--- src/rtl/pa_protect_pkg.sv ---
// constants for the protection and transmit-gate register slice
package pa_protect_pkg;
    localparam int NUM_PATHS = 2;
    localparam int ADDR_W = 12;
    localparam int DATA_W = 8;
    localparam int SAMPLE_W = 16;
    localparam int MSB_KEEP = 6;
    localparam int POWER_W = 13;
    localparam int SQ_W = 12;
    localparam int ACC_W = 16;
    localparam int CNT_W = 3;
    localparam int LEN_W = 2;
    localparam int IRQ_W = 9;

    localparam logic [11:0] ADDR_LIMIT_LOW = 12'h588;
    localparam logic [11:0] ADDR_LIMIT_HIGH = 12'h589;
    localparam logic [11:0] ADDR_SHORT_CONTROL = 12'h58A;
    localparam logic [11:0] ADDR_POWER_LOW = 12'h58B;
    localparam logic [11:0] ADDR_POWER_HIGH = 12'h58C;
    localparam logic [11:0] ADDR_FSM_CONTROL = 12'h58D;
    localparam logic [11:0] ADDR_BLANKING = 12'h596;
    localparam logic [11:0] ADDR_IRQ_LOW = 12'h597;
    localparam logic [11:0] ADDR_IRQ_HIGH = 12'h598;
    localparam logic [11:0] ADDR_FLUSH = 12'h599;

    localparam int BIT_FSM_ENABLE = 0;
    localparam int BIT_SW_OVERRIDE = 2;
    localparam int BIT_SW_VALUE = 3;
    localparam int BIT_SHORT_ENABLE = 7;
    localparam int BIT_FLUSH_ENABLE = 0;
    localparam int BIT_IRQ_HIGH = 8;

    localparam logic FSM_ENABLE_RESET = 1'h0;
    localparam logic SW_OVERRIDE_RESET = 1'h0;
    localparam logic SW_VALUE_RESET = 1'h0;
    localparam logic FLUSH_ENABLE_RESET = 1'h1;
    localparam logic SHORT_ENABLE_RESET = 1'h0;
    localparam logic [1:0] LENGTH_RESET = 2'h0;
    localparam logic [12:0] LIMIT_RESET = 13'h0000;
    localparam logic [8:0] IRQ_RESET = 9'h000;
    localparam logic [7:0] READ_ZERO = 8'h00;
endpackage : pa_protect_pkg

--- src/rtl/short_window_power.sv ---
// short-window power averaging and limit compare for one datapath
`timescale 1ns/1ps
module short_window_power (
    input wire logic sys_clk,
    input wire logic reset,
    input wire logic pa_tick,
    input wire logic [pa_protect_pkg::SAMPLE_W-1:0] sample_i,
    input wire logic [pa_protect_pkg::SAMPLE_W-1:0] sample_q,
    input wire logic short_window_enable,
    input wire logic [pa_protect_pkg::LEN_W-1:0] short_window_length,
    input wire logic [pa_protect_pkg::POWER_W-1:0] short_window_limit,
    output logic [pa_protect_pkg::POWER_W-1:0] short_window_power_r,
    output logic limit_error_r
);
    logic signed [pa_protect_pkg::MSB_KEEP-1:0] top_i;
    logic signed [pa_protect_pkg::MSB_KEEP-1:0] top_q;
    logic [pa_protect_pkg::SQ_W-1:0] sample_power;
    logic [pa_protect_pkg::ACC_W-1:0] acc_r;
    logic [pa_protect_pkg::ACC_W-1:0] acc_nxt;
    logic [pa_protect_pkg::ACC_W-1:0] acc_sum;
    logic [pa_protect_pkg::CNT_W-1:0] cnt_r;
    logic [pa_protect_pkg::CNT_W-1:0] cnt_nxt;
    logic [pa_protect_pkg::CNT_W-1:0] cnt_last;
    logic [pa_protect_pkg::POWER_W-1:0] short_window_power_nxt;
    logic limit_error_nxt;
    logic signed [11:0] sq_i;
    logic signed [11:0] sq_q;

    // six most significant bits only
    assign top_i = sample_i[pa_protect_pkg::SAMPLE_W-1 -: pa_protect_pkg::MSB_KEEP];
    assign top_q = sample_q[pa_protect_pkg::SAMPLE_W-1 -: pa_protect_pkg::MSB_KEEP];
    assign sq_i = top_i * top_i;
    assign sq_q = top_q * top_q;
    assign sample_power = 12'(sq_i) + 12'(sq_q);
    assign acc_sum = acc_r + {{(pa_protect_pkg::ACC_W-pa_protect_pkg::SQ_W){1'b0}}, sample_power};
    assign cnt_last = 3'((4'h1 << short_window_length) - 4'h1);

    always_comb begin
        acc_nxt = acc_r;
        cnt_nxt = cnt_r;
        short_window_power_nxt = short_window_power_r;
        limit_error_nxt = limit_error_r;
        if (!short_window_enable) begin
            acc_nxt = '0;
            cnt_nxt = '0;
            limit_error_nxt = 1'b0;
        end else if (pa_tick) begin
            if (cnt_r >= cnt_last) begin
                // whole result replaced at once
                short_window_power_nxt = 13'(acc_sum >> short_window_length);
                limit_error_nxt = 13'(acc_sum >> short_window_length) > short_window_limit;
                acc_nxt = '0;
                cnt_nxt = '0;
            end else begin
                acc_nxt = acc_sum;
                cnt_nxt = 3'(cnt_r + 3'h1);
            end
        end
    end

    always_ff @(posedge sys_clk) begin
        if (reset) begin
            acc_r <= '0;
            cnt_r <= '0;
            short_window_power_r <= '0;
            limit_error_r <= 1'b0;
        end else begin
            acc_r <= acc_nxt;
            cnt_r <= cnt_nxt;
            short_window_power_r <= short_window_power_nxt;
            limit_error_r <= limit_error_nxt;
        end
    end
endmodule : short_window_power

--- src/rtl/pa_protect_txen_regs.sv ---
// paged register bank for power protection and transmit gating
// Contract
// power is I squared plus Q squared from six top bits of each sample.
// 13-bit read-only result; low byte, then bits 12:8 in next byte low five bits.
// per-datapath registers act on the copy chosen by the page select field.
// transmit-gate state machine runs only while its enable bit 0 is set; resets 0.
// blanking bit 2 hands transmit-gate status to software; resets to pin control.
// under software override, gate status equals blanking bit 3.
// nine enable bits gate link-event interrupts, bit 8 down to bit 0.
// enable bits 7:0 in first register, bit 8 in bit 0 of second.
// datapath flush runs while flush enable set; it resets to one.
// average spans two to the power of the two-bit length field, in PA periods.
// PA period is 4 or 8 times main interpolation, else 32 DAC clocks.
// power calculation and error detection active only while enable bit 7 set.
// average compared with 13-bit split limit; error flagged when exceeded.
// both readback bytes update together from one averaging window.
`timescale 1ns/1ps
module pa_protect_txen_regs (
    input wire logic sys_clk,
    input wire logic reset,
    input wire logic [pa_protect_pkg::ADDR_W-1:0] reg_addr,
    input wire logic reg_write,
    input wire logic [pa_protect_pkg::DATA_W-1:0] reg_wdata,
    output logic [pa_protect_pkg::DATA_W-1:0] reg_rdata_r,
    input wire logic [pa_protect_pkg::NUM_PATHS-1:0] main_datapath_page_select,
    input wire logic [pa_protect_pkg::NUM_PATHS-1:0] tx_gate_input,
    input wire logic [pa_protect_pkg::NUM_PATHS-1:0] pa_tick,
    input wire logic [pa_protect_pkg::NUM_PATHS*pa_protect_pkg::SAMPLE_W-1:0] sample_i,
    input wire logic [pa_protect_pkg::NUM_PATHS*pa_protect_pkg::SAMPLE_W-1:0] sample_q,
    output logic [pa_protect_pkg::NUM_PATHS-1:0] tx_gate_status_r,
    output logic [pa_protect_pkg::NUM_PATHS-1:0] tx_gate_fsm_enable_r,
    output logic [pa_protect_pkg::NUM_PATHS-1:0] flush_enable_r,
    output logic [pa_protect_pkg::NUM_PATHS-1:0] power_error_r,
    output logic [pa_protect_pkg::IRQ_W-1:0] link_event_irq_enables_r
);
    localparam int NP = pa_protect_pkg::NUM_PATHS;

    logic [NP-1:0] gate_meta_r;
    logic [NP-1:0] gate_sync_r;
    logic [NP-1:0] sw_tx_gate_override_r;
    logic [NP-1:0] sw_tx_gate_override_nxt;
    logic [NP-1:0] sw_tx_gate_value_r;
    logic [NP-1:0] sw_tx_gate_value_nxt;
    logic [NP-1:0] tx_gate_fsm_enable_nxt;
    logic [NP-1:0] flush_enable_nxt;
    logic [NP-1:0] short_window_enable_r;
    logic [NP-1:0] short_window_enable_nxt;
    logic [pa_protect_pkg::LEN_W-1:0] short_window_length_r [NP];
    logic [pa_protect_pkg::LEN_W-1:0] short_window_length_nxt [NP];
    logic [pa_protect_pkg::POWER_W-1:0] short_window_limit_r [NP];
    logic [pa_protect_pkg::POWER_W-1:0] short_window_limit_nxt [NP];
    logic [pa_protect_pkg::POWER_W-1:0] short_window_power [NP];
    logic [NP-1:0] limit_error;
    logic [NP-1:0] tx_gate_status_nxt;
    logic [NP-1:0] power_error_nxt;
    logic [pa_protect_pkg::IRQ_W-1:0] link_event_irq_enables_nxt;
    logic [pa_protect_pkg::DATA_W-1:0] reg_rdata_nxt;
    logic [$clog2(NP)-1:0] read_page;

    // averaging engine per datapath
    genvar g;
    generate
        for (g = 0; g < NP; g++) begin : g_path
            short_window_power u_power (
                .sys_clk(sys_clk),
                .reset(reset),
                .pa_tick(pa_tick[g]),
                .sample_i(sample_i[g*pa_protect_pkg::SAMPLE_W +: pa_protect_pkg::SAMPLE_W]),
                .sample_q(sample_q[g*pa_protect_pkg::SAMPLE_W +: pa_protect_pkg::SAMPLE_W]),
                .short_window_enable(short_window_enable_r[g]),
                .short_window_length(short_window_length_r[g]),
                .short_window_limit(short_window_limit_r[g]),
                .short_window_power_r(short_window_power[g]),
                .limit_error_r(limit_error[g])
            );
        end
    endgenerate

    // read copy: lowest selected page
    always_comb begin
        read_page = '0;
        for (int p = NP - 1; p >= 0; p--) begin
            if (main_datapath_page_select[p]) begin
                read_page = p[$clog2(NP)-1:0];
            end
        end
    end

    // register writes, per page
    always_comb begin
        sw_tx_gate_override_nxt = sw_tx_gate_override_r;
        sw_tx_gate_value_nxt = sw_tx_gate_value_r;
        tx_gate_fsm_enable_nxt = tx_gate_fsm_enable_r;
        flush_enable_nxt = flush_enable_r;
        short_window_enable_nxt = short_window_enable_r;
        short_window_length_nxt = short_window_length_r;
        short_window_limit_nxt = short_window_limit_r;
        link_event_irq_enables_nxt = link_event_irq_enables_r;
        if (reg_write) begin
            for (int p = 0; p < NP; p++) begin
                if (main_datapath_page_select[p]) begin
                    unique case (reg_addr)
                        pa_protect_pkg::ADDR_LIMIT_LOW: begin
                            short_window_limit_nxt[p][7:0] = reg_wdata;
                        end
                        pa_protect_pkg::ADDR_LIMIT_HIGH: begin
                            short_window_limit_nxt[p][12:8] = reg_wdata[4:0];
                        end
                        pa_protect_pkg::ADDR_SHORT_CONTROL: begin
                            short_window_enable_nxt[p] = reg_wdata[pa_protect_pkg::BIT_SHORT_ENABLE];
                            short_window_length_nxt[p] = reg_wdata[pa_protect_pkg::LEN_W-1:0];
                        end
                        pa_protect_pkg::ADDR_FSM_CONTROL: begin
                            tx_gate_fsm_enable_nxt[p] = reg_wdata[pa_protect_pkg::BIT_FSM_ENABLE];
                        end
                        pa_protect_pkg::ADDR_BLANKING: begin
                            sw_tx_gate_override_nxt[p] = reg_wdata[pa_protect_pkg::BIT_SW_OVERRIDE];
                            sw_tx_gate_value_nxt[p] = reg_wdata[pa_protect_pkg::BIT_SW_VALUE];
                        end
                        pa_protect_pkg::ADDR_FLUSH: begin
                            flush_enable_nxt[p] = reg_wdata[pa_protect_pkg::BIT_FLUSH_ENABLE];
                        end
                        default: begin
                        end
                    endcase
                end
            end
            // link interrupt enables are not paged
            if (reg_addr == pa_protect_pkg::ADDR_IRQ_LOW) begin
                link_event_irq_enables_nxt[7:0] = reg_wdata;
            end
            if (reg_addr == pa_protect_pkg::ADDR_IRQ_HIGH) begin
                link_event_irq_enables_nxt[pa_protect_pkg::BIT_IRQ_HIGH] = reg_wdata[0];
            end
        end
    end

    // gate status, error and readback
    always_comb begin
        for (int p = 0; p < NP; p++) begin
            tx_gate_status_nxt[p] = sw_tx_gate_override_r[p] ? sw_tx_gate_value_r[p] : gate_sync_r[p];
        end
        power_error_nxt = limit_error & short_window_enable_r;
        reg_rdata_nxt = pa_protect_pkg::READ_ZERO;
        unique case (reg_addr)
            pa_protect_pkg::ADDR_LIMIT_LOW: begin
                reg_rdata_nxt = short_window_limit_r[read_page][7:0];
            end
            pa_protect_pkg::ADDR_LIMIT_HIGH: begin
                reg_rdata_nxt = {3'h0, short_window_limit_r[read_page][12:8]};
            end
            pa_protect_pkg::ADDR_SHORT_CONTROL: begin
                reg_rdata_nxt = {short_window_enable_r[read_page], 5'h00, short_window_length_r[read_page]};
            end
            pa_protect_pkg::ADDR_POWER_LOW: begin
                reg_rdata_nxt = short_window_power[read_page][7:0];
            end
            pa_protect_pkg::ADDR_POWER_HIGH: begin
                reg_rdata_nxt = {3'h0, short_window_power[read_page][12:8]};
            end
            pa_protect_pkg::ADDR_FSM_CONTROL: begin
                reg_rdata_nxt = {7'h00, tx_gate_fsm_enable_r[read_page]};
            end
            pa_protect_pkg::ADDR_BLANKING: begin
                reg_rdata_nxt = {4'h0, sw_tx_gate_value_r[read_page], sw_tx_gate_override_r[read_page], 2'h0};
            end
            pa_protect_pkg::ADDR_IRQ_LOW: begin
                reg_rdata_nxt = link_event_irq_enables_r[7:0];
            end
            pa_protect_pkg::ADDR_IRQ_HIGH: begin
                reg_rdata_nxt = {7'h00, link_event_irq_enables_r[pa_protect_pkg::BIT_IRQ_HIGH]};
            end
            pa_protect_pkg::ADDR_FLUSH: begin
                reg_rdata_nxt = {7'h00, flush_enable_r[read_page]};
            end
            default: begin
                reg_rdata_nxt = pa_protect_pkg::READ_ZERO;
            end
        endcase
    end

    always_ff @(posedge sys_clk) begin
        if (reset) begin
            gate_meta_r <= '0;
            gate_sync_r <= '0;
            sw_tx_gate_override_r <= {NP{pa_protect_pkg::SW_OVERRIDE_RESET}};
            sw_tx_gate_value_r <= {NP{pa_protect_pkg::SW_VALUE_RESET}};
            tx_gate_fsm_enable_r <= {NP{pa_protect_pkg::FSM_ENABLE_RESET}};
            flush_enable_r <= {NP{pa_protect_pkg::FLUSH_ENABLE_RESET}};
            short_window_enable_r <= {NP{pa_protect_pkg::SHORT_ENABLE_RESET}};
            for (int p = 0; p < NP; p++) begin
                short_window_length_r[p] <= pa_protect_pkg::LENGTH_RESET;
                short_window_limit_r[p] <= pa_protect_pkg::LIMIT_RESET;
            end
            link_event_irq_enables_r <= pa_protect_pkg::IRQ_RESET;
            tx_gate_status_r <= '0;
            power_error_r <= '0;
            reg_rdata_r <= pa_protect_pkg::READ_ZERO;
        end else begin
            gate_meta_r <= tx_gate_input;
            gate_sync_r <= gate_meta_r;
            sw_tx_gate_override_r <= sw_tx_gate_override_nxt;
            sw_tx_gate_value_r <= sw_tx_gate_value_nxt;
            tx_gate_fsm_enable_r <= tx_gate_fsm_enable_nxt;
            flush_enable_r <= flush_enable_nxt;
            short_window_enable_r <= short_window_enable_nxt;
            short_window_length_r <= short_window_length_nxt;
            short_window_limit_r <= short_window_limit_nxt;
            link_event_irq_enables_r <= link_event_irq_enables_nxt;
            tx_gate_status_r <= tx_gate_status_nxt;
            power_error_r <= power_error_nxt;
            reg_rdata_r <= reg_rdata_nxt;
        end
    end
endmodule : pa_protect_txen_regs

--- config.mk ---
export PLATFORM = sky130hd
export DESIGN_NAME = pa_protect_txen_regs
export DESIGN_NICKNAME = d
export VERILOG_FILES = /design/src/rtl/pa_protect_pkg.sv /design/src/rtl/short_window_power.sv /design/src/rtl/pa_protect_txen_regs.sv
export SDC_FILE = /design/constraint.sdc
export NUM_CORES = 1
export LEC_CHECK = 0
export BUFFER_PORTS_ARGS = -buffer_cell sky130_fd_sc_hd__buf_2
export CAP_MARGIN = 25
export CORE_ASPECT_RATIO = 0.75
export CORE_MARGIN = 1.5
export CORE_UTILIZATION = 55
export DETAILED_ROUTE_END_ITERATION = 8
export GPL_TIMING_DRIVEN = 0
export HOLD_SLACK_MARGIN = 0.06
export PLACE_DENSITY_LB_ADDON = 0.1
export SLEW_MARGIN = 40
export SYNTH_ARGS = -nofsm -noshare
export SYNTH_HDL_FRONTEND = slang
export SYNTH_SLANG_ARGS = --single-unit
--- constraint.sdc ---
create_clock -name sys_clk -period 9.07 [get_ports sys_clk]
set_clock_uncertainty 0.05 [all_clocks]
set_input_delay 0 -clock sys_clk [delete_from_list [all_inputs] [get_ports sys_clk]]
set_output_delay 0 -clock sys_clk [all_outputs]
set_load 0.02 [all_outputs]
==> flow_summary_export.csv, run 1 <==
group,metric,value,unit
clocking,insertion_delay,0.43,ns
logic_synthesis,async_reset_ff_share,0,%
timing,finalSetupTns,0,ns
global_routing,gr-total-overflow,0,
route,vias,10300,
logic_synthesis,synth_area_per_cell,8.69,um^2
global_routing,grt_max_degree,17,
clocking,root_buffer,"clkbuf_16",
clocking,clock-sinks,131,
worst_setup_path,critPathTopFamily,"adder cells",
global_routing,track_usage,29.2,%
timing,rsz0062_at_grt,"false",
global_routing,grt_pass1_vias,10000,
logic_synthesis,synth_edf_count,0,
clocking,htreeDepth,4,
cells_and_area,drive_above_1_share,9.13,%
worst_setup_path,criticalPathCategory,"in -> reg",
cells_and_area,final_nets,1863,
timing,fmax,125,MHz
worst_setup_path,cp.depth,38,
floorplan,coreArea,22100,um^2
worst_setup_path,crit_path_max_fanout,8,
floorplan,pin_count,118,
clocking,post_cts_buffers,0,
logic_synthesis,ys_seq_area_share,21.2,%
worst_setup_path,crit_start,"sample_q[13]",
route,drt_iter0_drc,971,
logic_synthesis,synth_commonest_cells,"inv_1, nor2_1, dfxtp_1, nand2_1, ha_1",
cells_and_area,post_layout_nonfiller_instances,1838,
worst_setup_path,cp_common_cell,"inv_1",
route,wirelength,32800,um
timing,setup_viol,0,
clocking,numCtsBuffers,17,
timing,fin_crit_sh,88.4,%
clocking,clock_tree.buffer_depth,2,
logic_synthesis,syn_inst,1423,
logic_synthesis,yosys.area.top_type,"dfxtp_1",
run,maxCapViolations,0,
logic_synthesis,synth_top_family_by_area,"adder cells",
logic_synthesis,synthMuxAreaShare,7.15,%
logic_synthesis,synth_most_common_cell,"inv_1",
floorplan,die-area,23400,um^2
logic_synthesis,netlist_area,12400,um^2
logic_synthesis,synth-simple-area-share,15.8,%
clocking,cts_resized,0,
timing,worst_slew_pin_slew,0.771,ns
global_routing,antenna_found_initial,0,
worst_setup_path,r2r-end,"g_path[1].u_power.limit_error_r",
worst_setup_path,reg2reg_depth,15,
floorplan,rows,47,
cells_and_area,antenna_cells,0,
timing,drv_slew,0,
worst_setup_path,end_kind,"register",
place,port_buffers,75,
place,hpwl,26600,um
route,drt-vias-per-instance,5.63,
place,dp_cells,1792,
logic_synthesis,synth_flop_cell,"dfxtp_1",
logic_synthesis,ys_ff_latch,131,
route,wl_per_cell,17.8,um
logic_synthesis,synth_xor_area_share,4.39,%
route,antenna_left,0,
route,drtPass1Iterations,6,
place,place.gp.congestion,1.03,
global_routing,grt_pass1_wl,52900,um
place,dpl_cell_area,13100,um^2
worst_setup_path,worst_setup_path_start_kind,"input port",
run_status,status,"finished clean",
logic_synthesis,yosysWarnings,0,
logic_synthesis,synth_nets,1755,
worst_setup_path,reg2reg_from,"g_path[1].u_power.acc_r[0]",
logic_synthesis,synth_compound_area_share,13.4,%
logic_synthesis,synth_top_area_share,21.2,%
worst_setup_path,worst-path-buf-inv,9,
timing,finalHoldViolCount,0,
cells_and_area,final_cell_area,13800,um^2
worst_setup_path,required,9.33,ns
route,route.detailed.drc,0,
worst_setup_path,reg2reg_slack,4.78,ns
worst_hold_path,hp-class,"in -> reg",
clocking,cts_tree,"done",
worst_setup_path,critPathMaxStageDelay,0.54,ns
worst_setup_path,cp.arrival,8.27,ns
logic_synthesis,synthTopCellsByArea,"dfxtp_1, fa_1, ha_1, inv_1, mux2i_1",
worst_setup_path,crit_slowest_cell,"fa_1",
clocking,clk_pin_slew,0.06,ns
floorplan,initial_utilization,56.1,%
floorplan,die_x,176,um
clocking,cts_hold_buf,14,
cells_and_area,syn2layout_area_growth,11.9,%
timing,fin_crit,8.01,ns
logic_synthesis,synth_adder_area_share,31.1,%
worst_setup_path,endpoint,"g_path[0].u_power.limit_error_r",
floorplan,die_height,133,um
logic_synthesis,synthDistinctLibCells,69,
timing,relSlewSlack,48.4,%
cell type report:
class / instances / area, um^2
Multi-Input combinational cell: 1064 / 8900
Fill cell: 1969 / 8210
Sequential cell: 131 / 2620
Inverter: 181 / 679
Timing Repair Buffer: 89 / 515
Clock buffer: 18 / 439
Tap cell: 294 / 368
Buffer: 47 / 181
Clock inverter: 14 / 144
kinds of logic after synthesis:
kind of cell    after synthesis
xor+xnor                     62
simple gates                424
buf+inv                     228
compound gates              260
mux                          79
fa+ha+maj                   239
flops                       131
worst min path at each step:
stage / start / endpoint / slack [ns] / depth (start not counted)
finish: main_datapath_page_select[1] / short_window_limit_r[2] / 0.16 / 4
detailed placement: tx_gate_input[0] / gate_meta_r[0] / 0.17 / 2
floorplan: tx_gate_input[0] / gate_meta_r[0] / 0.08 / 1
global placement: tx_gate_input[1] / gate_meta_r[1] / 0.16 / 2
CTS: main_datapath_page_select[0] / short_window_limit_r[13] / 0.12 / 4
global route: main_datapath_page_select[0] / short_window_limit_r[14] / 0.15 / 4
flip-flops by register name (all words and copies together), names as in the netlist:
name                                 flops
short_window_limit_r                    26
sw_tx_gate_override_r                    2
gate_meta_r                              2
g_path.u_power.acc_r                    32
short_window_length_r                    4
tx_gate_fsm_enable_r                     2
sw_tx_gate_value_r                       2
g_path.u_power.cnt_r                     6
tx_gate_status_r                         2
short_window_enable_r                    2
link_event_irq_enables_r                 9
flush_enable_r                           2
power_error_r                            2
gate_sync_r                              2
g_path.u_power.short_window_power_r     26
g_path.u_power.limit_error_r             2
reg_rdata_r                              8
cell usage in the layout, fill, tap and decap left out, types with 19 or more instances in the layout:
| cell | instances |
|---|---|
| and2_1 | 38 |
| mux2i_1 | 64 |
| a22oi_1 | 21 |
| nand2b_1 | 19 |
| nor2_1 | 148 |
| dfxtp_1 | 131 |
| nand3_1 | 19 |
| clkbuf_1 | 37 |
| xnor2_1 | 45 |
| o21ai_0 | 28 |
| ha_1 | 125 |
| a21oi_1 | 114 |
| buf_2 | 79 |
| fa_1 | 114 |
| inv_1 | 178 |
| nand2_1 | 131 |
worst min-delay path: stages:
cell and delay (ns):
buf_2 0.12, nand3_1 0.27, nand2_1 0.09, a21oi_1 0.12
stage by stage:
step | hold slack [ns] | setup WS, ns | util [%]
after global routing | 0.146 | 0.337 | 62.8
after floorplan | 0.0782 | 1.63 | -
final | 0.159 | 1.06 | 62.8
after global placement | 0.164 | 0.718 | 59.5
after CTS | 0.119 | 1.08 | 62.8
after detailed placement | 0.167 | 0.658 | 59.5
routing by layer:
metal	global-route usage [%]	part of all wire, %
met5	2.08	0.16
met4	6.32	0.94
met3	6.32	8.9
met2	41.3	41
met1	45.0	49
Power of run 1 is left out: the tool's default activity adds up to more than one toggle a clock period on the data nets, which glitch-free logic cannot reach.
==> run 2: changes to the inputs <==
SYNTH_HIERARCHICAL = 1   (was default)
==> flow_summary_export.csv, run 2 <==
group,metric,value,unit
clocking,root_buffer,"clkbuf_16",
worst_hold_path,hp-class,"in -> reg",
worst_setup_path,worst_setup_path_start_kind,"input port",
cells_and_area,drive_above_1_share,10.1,%
clocking,insertion_delay,0.43,ns
timing,fin_crit_sh,89.4,%
worst_setup_path,criticalPathCategory,"in -> reg",
logic_synthesis,yosysWarnings,6,
route,antenna_left,0,
run,maxCapViolations,0,
clocking,clock-sinks,131,
logic_synthesis,synth_nets,1846,
cells_and_area,layout_commonest_cell,"nand2_1",
floorplan,die_height,136,um
global_routing,grt_max_degree,17,
timing,drv_slew,0,
timing,finalHoldViolCount,0,
route,wirelength,34000,um
logic_synthesis,synthDistinctLibCells,91,
cells_and_area,mostFrequentLayoutCells,"nand2_1, inv_1, dfxtp_1",
logic_synthesis,synth_most_common_cell,"nand2_1",
place,port_buffers,77,
logic_synthesis,synth_top_area_share,20.1,%
route,drt_iter0_drc,896,
timing,fmax,123,MHz
floorplan,die-area,24600,um^2
place,hpwl,27400,um
logic_synthesis,synth_commonest_cells,"nand2_1, inv_1, dfxtp_1",
timing,worst_slew_pin_slew,0.836,ns
worst_setup_path,crit_slowest_cell,"fa_1",
route,route.detailed.drc,0,
logic_synthesis,synth_area_per_cell,8.58,um^2
timing,rsz0062_at_grt,"false",
clocking,clk_pin_slew,0.06,ns
global_routing,antenna_found_initial,0,
global_routing,gr-total-overflow,0,
timing,relSlewSlack,44.3,%
logic_synthesis,async_reset_ff_share,0,%
logic_synthesis,ys_seq_area_share,20.1,%
clocking,cts_tree,"done",
worst_setup_path,cp.arrival,8.34,ns
clocking,numCtsBuffers,17,
worst_setup_path,required,9.30,ns
floorplan,initial_utilization,56.3,%
logic_synthesis,yosys.area.top_type,"dfxtp_1",
cells_and_area,largest_register_ffs,32,
cells_and_area,largestRegisters,"g_path.u_power/acc_r x32, g_path.u_power/short_window_power_r x26, short_window_limit_r x26",
clocking,clock_tree.buffer_depth,2,
logic_synthesis,ys_ff_latch,131,
timing,finalSetupTns,0,ns
timing,fin_crit,8.11,ns
floorplan,pin_count,118,
worst_setup_path,critPathMaxStageDelay,0.59,ns
worst_setup_path,crit_path_max_fanout,10,
logic_synthesis,netlist_area,13000,um^2
logic_synthesis,syn_inst,1517,
cells_and_area,syn2layout_area_growth,12.2,%
route,drtPass1Iterations,5,
cells_and_area,regMostFlops,"g_path.u_power/acc_r",
floorplan,rows,48,
worst_setup_path,cp_common_cell,"fa_1",
floorplan,die_x,181,um
run_status,status,"finished clean",
logic_synthesis,synthTopCellsByArea,"dfxtp_1, fa_1, ha_1, nand2_1, inv_1",
route,vias,11200,
cells_and_area,antenna_cells,0,
logic_synthesis,synth_edf_count,0,
global_routing,grt_pass1_vias,10600,
place,place.gp.congestion,0.956,
cells_and_area,final_nets,1958,
floorplan,coreArea,23100,um^2
global_routing,grt_pass1_wl,54900,um
route,wl_per_cell,17.5,um
timing,setup_viol,0,
clocking,htreeDepth,4,
global_routing,track_usage,28.4,%
clocking,post_cts_buffers,0,
route,drt-vias-per-instance,5.75,
logic_synthesis,synth_flop_cell,"dfxtp_1",
worst_setup_path,end_kind,"register",
## run 2: repair_timing
action,in CTS,in global routing
resized for setup,0,0
endpoints found under the hold margin,59,0
hold buffers,16,0
setup endpoints to repair,0,0
## run 2: routing by layer
layer | GRT usage, % | vias to the layer above | wire (um)
met3 | 7.58 | 28 | 3390
met2 | 40.9 | 407 | 13800
met5 | 0 | - | 0
met1 | 42.9 | 5355 | 16600
met4 | 4.62 | 0 | 218
li1 | - | 5376 | -
## run 2: cell families (layout without fill, tap and decap cells)
family                   after synthesis  after routing  share of synthesized area, %
AO/OA/AOI/OAI                        315            315                          16.4
XOR/XNOR                              57             57                          3.95
buffers and inverters                250            375                          7.36
flip-flops                           131            131                          20.1
AND/OR/NAND/NOR                      474            474                          17.5
adder cells (fa/ha/maj)              236            236                          29.4
multiplexers                          54             54                          5.23
## run 2: critical path: cells and delay by family
| kind | cells | cell delay [ns] |
|---|---|---|
| fa+ha+maj | 10 | 4.33 |
| buf+inv | 6 | 0.82 |
| simple gates | 4 | 0.73 |
| compound gates | 10 | 2.12 |
| xor+xnor | 2 | 0.33 |
## run 2: metrics by stage
| step | area (um^2) | cells | hold slack, ns | setup slack, ns | utilization (%) |
|---|---|---|---|---|---|
| 4_1_cts | 14600 | 1942 | 0.0783 | 0.946 | 63.2 |
| 5_1_grt | 14600 | 1942 | 0.129 | 0.409 | 63.2 |
| 2_1_floorplan | 13000 | 1517 | 0.0544 | 1.68 | - |
| 3_3_place_gp | 13800 | 1894 | 0.160 | 0.686 | 59.6 |
| 3_5_place_dp | 13800 | 1894 | 0.169 | 0.608 | 59.6 |
| 6_report | 14600 | 1942 | 0.125 | 0.959 | 63.2 |
## run 2: layout make-up
type / count / area, um^2
multi-input combinational: 1136 / 9440
fill: 2056 / 8510
sequential: 131 / 2620
inverter: 194 / 728
timing repair buffer: 93 / 546
clock buffer: 18 / 439
tap: 300 / 375
buffer: 56 / 230
clock inverter: 14 / 224
## run 2: worst paths after layout
check                                from                               to  slack (ns)  cells after the start
max                          sample_q[31]  g_path[1].u_power/limit_error_r        0.96                     32
min          main_datapath_page_select[0]         sw_tx_gate_override_r[0]        0.12                      4
max reg2reg    g_path[1].u_power/acc_r[0]  g_path[1].u_power/limit_error_r        4.92                     15
min reg2reg                gate_meta_r[1]                   gate_sync_r[1]        0.39                      1
Power of run 2 is left out for the same reason.
